<file path="config.mk">
export PLATFORM = sky130hd
export DESIGN_NAME = ase_amplitude_step_encoder
export DESIGN_NICKNAME = d
export VERILOG_FILES = /design/src/design/ase_pkg.sv /design/src/design/ase_amplitude_step_encoder.sv
export SDC_FILE = /design/constraint.sdc
export NUM_CORES = 1
export LEC_CHECK = 0
export BUFFER_PORTS_ARGS = -buffer_cell sky130_fd_sc_hd__buf_4
export CORE_AREA = 2 2 123 125
export DETAILED_ROUTE_END_ITERATION = 6
export DIE_AREA = 0 0 125 127
export HOLD_SLACK_MARGIN = 0.06
export PLACE_DENSITY = 0.79
export SLEW_MARGIN = 25
export SYNTH_ARGS = -nofsm -noshare
export SYNTH_HDL_FRONTEND = slang
export SYNTH_HIERARCHICAL = 1
export SYNTH_SLANG_ARGS = --single-unit
</file>
<file path="constraint.sdc">
create_clock -name mclk -period 3.05 [get_ports mclk]
set_input_delay 0.4575 -clock mclk [delete_from_list [all_inputs] [get_ports mclk]]
set_output_delay 0.4575 -clock mclk [all_outputs]
set_load 0.005 [all_outputs]
</file>
<file path="src/design/ase_pkg.sv">
// constants for the amplitude step encoder
package ase_pkg;
   localparam int WORD_W      = 12;
   localparam int COARSE_W    = 7;
   localparam int FINE_W      = 5;
   localparam int ADDR_W      = 8;
   localparam int ROM_W       = 8;
   localparam int ROM_COUNT   = 8;
   localparam int COARSE_MAX  = 123;
   localparam int AMP_COUNT   = 128;
   localparam int LOWER_LO    = 0;
   localparam int LOWER_HI    = 31;
   localparam int UPPER_LO    = 96;
   localparam int UPPER_HI    = 122;
   localparam int MID_LO      = 32;
   localparam int MID_HI      = 95;
   localparam int INST_A_W    = 64;
   localparam int INST_B_W    = 64;
   localparam logic [WORD_W-1:0] WORD_RESET = 12'h000;
endpackage

</file>
<file path="src/design/ase_amplitude_step_encoder.sv">
// amplitude step encoder: word capture, coarse lookup decode and fine steps
// What this block does
// - input is a stream of 12-bit words, word_msb first, word_lsb last
// - upper seven bits drive coarse steps, lower five bits drive fine steps
// - coarse amplifiers on equals unsigned value of upper seven bits, saturating at 123
// - each fine output follows its own word bit directly
// - eight fixed 256x8 lookup tables per encoder instance decode coarse steps
// - every lookup table is addressed by the eight top word bits
// - each lookup output bit controls one coarse amplifier, except board a's top five bits, which the fine steps replace
// - instance A: coarse 1-32, 97-123 and fine; instance B: coarse 33-96
// - one on/off output for each of 128 amplifiers
// - word registers capture on falling edge of their capture clock
// - active-low sample strobe is inverted; capture on its release high
// - outputs hold until next strobe or clear
// - clear forces every output low, all amplifiers off
// - kill asserted on interlock, power-up reset, fault, monitor or converter off
`timescale 1ns/1ps

module ase_amplitude_step_encoder
(
   // clock and reset
   input  wire logic                         mclk,
   input  wire logic                         rst,
   // converter word and strobe
   input  wire logic [ase_pkg::WORD_W-1:0]   audioWord,
   input  wire logic                         sampleStrobe_n,
   // kill sources, all active low
   input  wire logic                         cableInterlock_n,
   input  wire logic                         powerup_reset_n,
   input  wire logic                         faultTurnOff_n,
   input  wire logic                         monitorTurnOff_n,
   input  wire logic                         converterTurnOff_n,
   // amplifier controls
   output logic [ase_pkg::AMP_COUNT-1:0]     ampOn,
   output logic [ase_pkg::INST_A_W-1:0]      instAOn,
   output logic [ase_pkg::INST_B_W-1:0]      instBOn,
   output logic                              amp_disable_n
);

   // word bit 11 is word_msb, bit 0 is word_lsb
   logic [ase_pkg::WORD_W-1:0]               word_q, word_d;
   logic                                     strobeInv_q, strobeInv_d;
   logic                                     output_kill_n;
   logic                                     killReg_q, killReg_d;
   logic [ase_pkg::ADDR_W-1:0]               romAddr;
   logic [ase_pkg::FINE_W-1:0]               fineVal;
   logic [ase_pkg::INST_A_W-1:0]             stepsA;
   logic [ase_pkg::INST_B_W-1:0]             stepsB;

   // any low source drops the kill for both boards
   ase_kill_merge
   #(
      .SOURCES (5)
   )
   uKill
   (
      .source_n     ({converterTurnOff_n, monitorTurnOff_n, faultTurnOff_n,
                      powerup_reset_n, cableInterlock_n}),
      .killMerged_n (output_kill_n)
   );

   // inverted strobe forms the capture clock, sampled in the mclk domain
   always_comb
   begin
      strobeInv_d = ~sampleStrobe_n;
      word_d      = word_q;
      killReg_d   = output_kill_n;
      // falling edge of inverted strobe is the release of the active-low strobe
      if (!output_kill_n)
      begin
         word_d = ase_pkg::WORD_RESET;
      end
      else if (strobeInv_q && sampleStrobe_n)
      begin
         word_d = audioWord;
      end
   end

   always_ff @(posedge mclk)
   begin
      if (rst)
      begin
         word_q      <= ase_pkg::WORD_RESET;
         strobeInv_q <= 1'b0;
         killReg_q   <= 1'b0;
      end
      else
      begin
         word_q      <= word_d;
         strobeInv_q <= strobeInv_d;
         killReg_q   <= killReg_d;
      end
   end

   // coarse count is romAddr[7:1]; word bit 4 only changes the fine half step
   assign romAddr = word_q[ase_pkg::WORD_W-1 -: ase_pkg::ADDR_W];
   assign fineVal = word_q[ase_pkg::FINE_W-1:0];

   // step numbering: coarse step n is amp index n-1; fine steps are 123..127
   // board a: steps 1..32 and 97..123, plus the five fine steps
   ase_encoder_half
   #(
      .LOW_BASE  (ase_pkg::LOWER_LO),
      .HIGH_BASE (ase_pkg::UPPER_LO),
      .HAS_FINE  (1'b1)
   )
   uBoardA
   (
      .mclk    (mclk),
      .rst     (rst),
      .addr    (romAddr),
      .fine    (fineVal),
      .clear_n (output_kill_n),
      .steps   (stepsA)
   );

   // board b: steps 33..96 only; its fine input is ignored
   ase_encoder_half
   #(
      .LOW_BASE  (ase_pkg::MID_LO),
      .HIGH_BASE (ase_pkg::MID_LO + ase_pkg::INST_B_W / 2),
      .HAS_FINE  (1'b0)
   )
   uBoardB
   (
      .mclk    (mclk),
      .rst     (rst),
      .addr    (romAddr),
      .fine    (fineVal),
      .clear_n (output_kill_n),
      .steps   (stepsB)
   );

   // both boards register their steps, so each output bit comes from a flip-flop
   assign ampOn = {stepsA[ase_pkg::INST_A_W-1 -: ase_pkg::AMP_COUNT - ase_pkg::UPPER_LO],
                   stepsB,
                   stepsA[ase_pkg::LOWER_HI:ase_pkg::LOWER_LO]};
   assign instAOn       = stepsA;
   assign instBOn       = stepsB;
   assign amp_disable_n = killReg_q;

endmodule // ase_amplitude_step_encoder

// one fixed 256x8 thermometer table; count is address bits 7..1
module ase_step_rom
#(
   parameter int BASE = 0
)
(
   // lookup port
   input  wire logic [ase_pkg::ADDR_W-1:0]   addr,
   output logic [ase_pkg::ROM_W-1:0]         data
);
   logic [ase_pkg::ROM_W-1:0] table_c [0:(1<<ase_pkg::ADDR_W)-1];

   // contents are constant; a synthesiser folds them into logic
   always_comb
   begin
      for (int a = 0; a < (1 << ase_pkg::ADDR_W); a++)
      begin
         for (int b = 0; b < ase_pkg::ROM_W; b++)
         begin
            table_c[a][b] = ((a >> 1) > (BASE + b));
         end
      end
      data = table_c[addr];
   end
endmodule // ase_step_rom

// one encoder board: eight fixed tables feeding a cleared output register
// tables 0..3 start at LOW_BASE, tables 4..7 at HIGH_BASE
module ase_encoder_half
#(
   parameter int LOW_BASE  = 0,
   parameter int HIGH_BASE = 32,
   parameter bit HAS_FINE  = 1'b0
)
(
   // clock and reset
   input  wire logic                                      mclk,
   input  wire logic                                      rst,
   // word fields and clear
   input  wire logic [ase_pkg::ADDR_W-1:0]                addr,
   input  wire logic [ase_pkg::FINE_W-1:0]                fine,
   input  wire logic                                      clear_n,
   // registered board outputs
   output logic [ase_pkg::ROM_COUNT*ase_pkg::ROM_W-1:0]   steps
);
   localparam int HALF_ROMS = ase_pkg::ROM_COUNT / 2;
   localparam int BOARD_W   = ase_pkg::ROM_COUNT * ase_pkg::ROM_W;
   // fine steps take the top five board bits; only valid for board a's layout
   localparam int FINE_POS  = BOARD_W - ase_pkg::FINE_W;

   logic [BOARD_W-1:0] romOut;
   logic [BOARD_W-1:0] steps_q, steps_d;

   genvar t;
   generate
      for (t = 0; t < ase_pkg::ROM_COUNT; t++)
      begin : gTable
         localparam int BASE = (t < HALF_ROMS) ? LOW_BASE + t * ase_pkg::ROM_W
                                               : HIGH_BASE + (t - HALF_ROMS) * ase_pkg::ROM_W;
         ase_step_rom #(.BASE(BASE)) uRom
         (
            .addr (addr),
            .data (romOut[t*ase_pkg::ROM_W +: ase_pkg::ROM_W])
         );
      end
   endgenerate

   // table bits above step 123 are unused; the fine steps replace them
   always_comb
   begin
      steps_d = romOut;
      if (HAS_FINE)
      begin
         for (int j = 0; j < ase_pkg::FINE_W; j++)
         begin
            steps_d[FINE_POS + j] = fine[ase_pkg::FINE_W-1-j];
         end
      end
      if (!clear_n)
      begin
         steps_d = '0;
      end
   end

   always_ff @(posedge mclk)
   begin
      if (rst)
      begin
         steps_q <= '0;
      end
      else
      begin
         steps_q <= steps_d;
      end
   end

   assign steps = steps_q;
endmodule // ase_encoder_half

// merges active-low kill sources; any one low kills every output
module ase_kill_merge
#(
   parameter int SOURCES = 5
)
(
   // kill sources and merged result
   input  wire logic [SOURCES-1:0]   source_n,
   output logic                      killMerged_n
);
   always_comb
   begin
      killMerged_n = &source_n;
   end
endmodule // ase_kill_merge

</file>
==> flow_metrics.env <==
export IMPL_run_status="complete, no violations"
export IMPL_first_pass_iters=4
export IMPL_viasPerCell=5.10
export IMPL_dpl_cell_area_um2=8270
export IMPL_drive_gt1_share_pct=47.2
export IMPL_fp_dieH_um=127
export IMPL_synthCells=729
export IMPL_ant_nets=0
export IMPL_antenna_cells=0
export IMPL_cts_tree="done"
export IMPL_tightest_slew_ns=0.978
export IMPL_cts_root_buf="clkbuf_16"
export IMPL_io_pins=277
export IMPL_setup_viol=0
export IMPL_cts_sinks=142
export IMPL_fmax_ghz=0.540
export IMPL_max_slew_margin_pct=34.8
export IMPL_vias=5456
export IMPL_syn_to_final_growth_pct=26.2
export IMPL_grtUsageTotal_pct=19.5
export IMPL_cp_cell_sequence="buf_4, a21oi_1, a211oi_1, and3b_2"
export IMPL_synth_nets=749
export IMPL_worstSkewPairLatency_ns=0.41
export IMPL_cp_end_kind="flip-flop"
export IMPL_dpl_hpwl_um=10300
export IMPL_wirelength_um=16300
export IMPL_fp_row_count=44
export IMPL_cp_slowest_cell="dfxtp_2"
export IMPL_grt_first_pass_wirelength_um=25400
export IMPL_grt_overflow=0
export IMPL_cp_required_ns=3.41
export IMPL_route_detailed_drc=0
export IMPL_clkSlewWorstSetupHoldPaths_ns=0.06
export IMPL_synth_warnings=6
export IMPL_power_density_nw_per_um2=446
export IMPL_grt_max_degree=129
export IMPL_wire_per_inst_um=15.3
export IMPL_crit_path_max_incr_delay_ns=0.89
export IMPL_clockBufferDepth=2
export IMPL_crit_arrival_ns=2.21
export IMPL_grt_antenna_before_repair=0
export IMPL_hold_class="input pin to flip-flop"
export IMPL_final_nets=893
export IMPL_setup_ws_ns=1.20
export IMPL_fin_util_pct=61.3
export IMPL_tns_ns=0
export IMPL_final_area_um2=8840
export IMPL_path_class="flip-flop to flip-flop"
export IMPL_finalClockSkew_ns=0.00742
export IMPL_globalplace_congestion=0.703
export IMPL_period_minus_slack_ns=1.85
export IMPL_ir_worst_vdd_uv=326
export IMPL_grt_pass1_vias=4989
export IMPL_period_share_pct=60.8
export IMPL_cp_max_fo=31
export IMPL_synth_avg_cell_area_um2=9.61
export IMPL_dp_slack_ns=1.15
export IMPL_rsz0062_at_grt="no"
export IMPL_port_buffers=276
export IMPL_dr_first_iter_drc_count=411
export IMPL_fp_coreArea_um2=14400
export IMPL_cts_setup_buffers=0
export IMPL_numCtsBuffers=17
export IMPL_startpoint_type="flip-flop"
export IMPL_htree_levels=4
export IMPL_final_hold_viol_count=0
export IMPL_die_w_um=125
export IMPL_drv_cap=0
export IMPL_final_max_slew_viol_count=0
export IMPL_cts_resized=0
export IMPL_power_static_leakage_nw=4.44
export IMPL_initial_core_util_pct=48.6
export IMPL_hold_buffers=0
export IMPL_dieArea_um2=15900
export IMPL_netlist_area_um2=7000
[final cells by class]
class	instances	area, µm²
tap	184	230
clock buffer	26	489
multi-input combinational	408	2930
sequential	142	2850
fill	1256	5590
timing repair buffer	288	2200
clock inverter	5	81.3
inverter	16	60.1
[where the power goes]
part / total (mW) / leakage (nW) / switching [mW] / internal (mW)
clock: 2.00 / 0.275 / 0.740 / 1.26
combinational: 0.0758 / 3.02 / 0.0379 / 0.0379
sequential: 1.86 / 1.15 / 0.00555 / 1.86
total: 3.94 / 4.44 / 0.783 / 3.16
[placed cells by master, fill, tap and decap left out, types with 3 or more instances in the layout]
cell         n
a21oi_2      8
o21ai_1     12
clkbuf_16   17
nand3_1     24
nand2_1     31
a21oi_1     39
a21bo_1      8
buf_12       3
clkbuf_8     3
o21bai_1     6
nor2_1      33
nor3_1      23
a21boi_0     3
buf_4      285
nor4_1       5
nand2b_1     5
and3b_2     62
inv_1       16
clkbuf_1     6
nand3b_1     4
dfxtp_2      7
o21ai_0     19
o211ai_1     3
a211oi_1     5
a21bo_2      4
and3b_1     66
a31oi_1      4
nand4_1      5
dfxtp_1    135
[flip-flops by register name, summed over array words and instances, names as in the netlist]
signal and count:
amp_disable_n 1, strobeInv_q 1, uBoardB/steps 64, uBoardA/steps 64, word_q 12
[worst max-delay path, delay by kind of cell (launching register included)]
| kind | cells | cell delay (ns) |
|---|---|---|
| compound gates | 2 | 0.38 |
| simple gates | 1 | 0.20 |
| flops | 1 | 0.89 |
| buf+inv | 1 | 0.31 |
[final timing paths]
path                 from           endpoint  slack [ns]  cells after the start
min          audioWord[9]          word_q[9]        0.29                      3
max            word_q[10]  uBoardB/steps[56]        1.20                      4
max reg2reg    word_q[10]  uBoardB/steps[56]        1.20                      4
min reg2reg     word_q[4]  uBoardA/steps[59]        0.51                      1
[routing by layer]
layer / global-route usage [%] / up-vias / wire length [µm]
met5: 0 / - / 0
met4: 6.47 / 0 / 150
met3: 5.03 / 15 / 1030
met2: 32.9 / 193 / 8240
met1: 24.3 / 2538 / 6920
li1: - / 2710 / -
[stage by stage]
stage,std cells,hold slack (ns),power (mW)
floorplan,729,0.465,1.96
global placement,1038,0.490,1.98
detailed placement,1038,0.501,1.98
CTS,1069,0.277,3.98
global route,1069,0.286,4.08
finish,1069,0.294,3.94
Power figures use the tool's default switching activity.
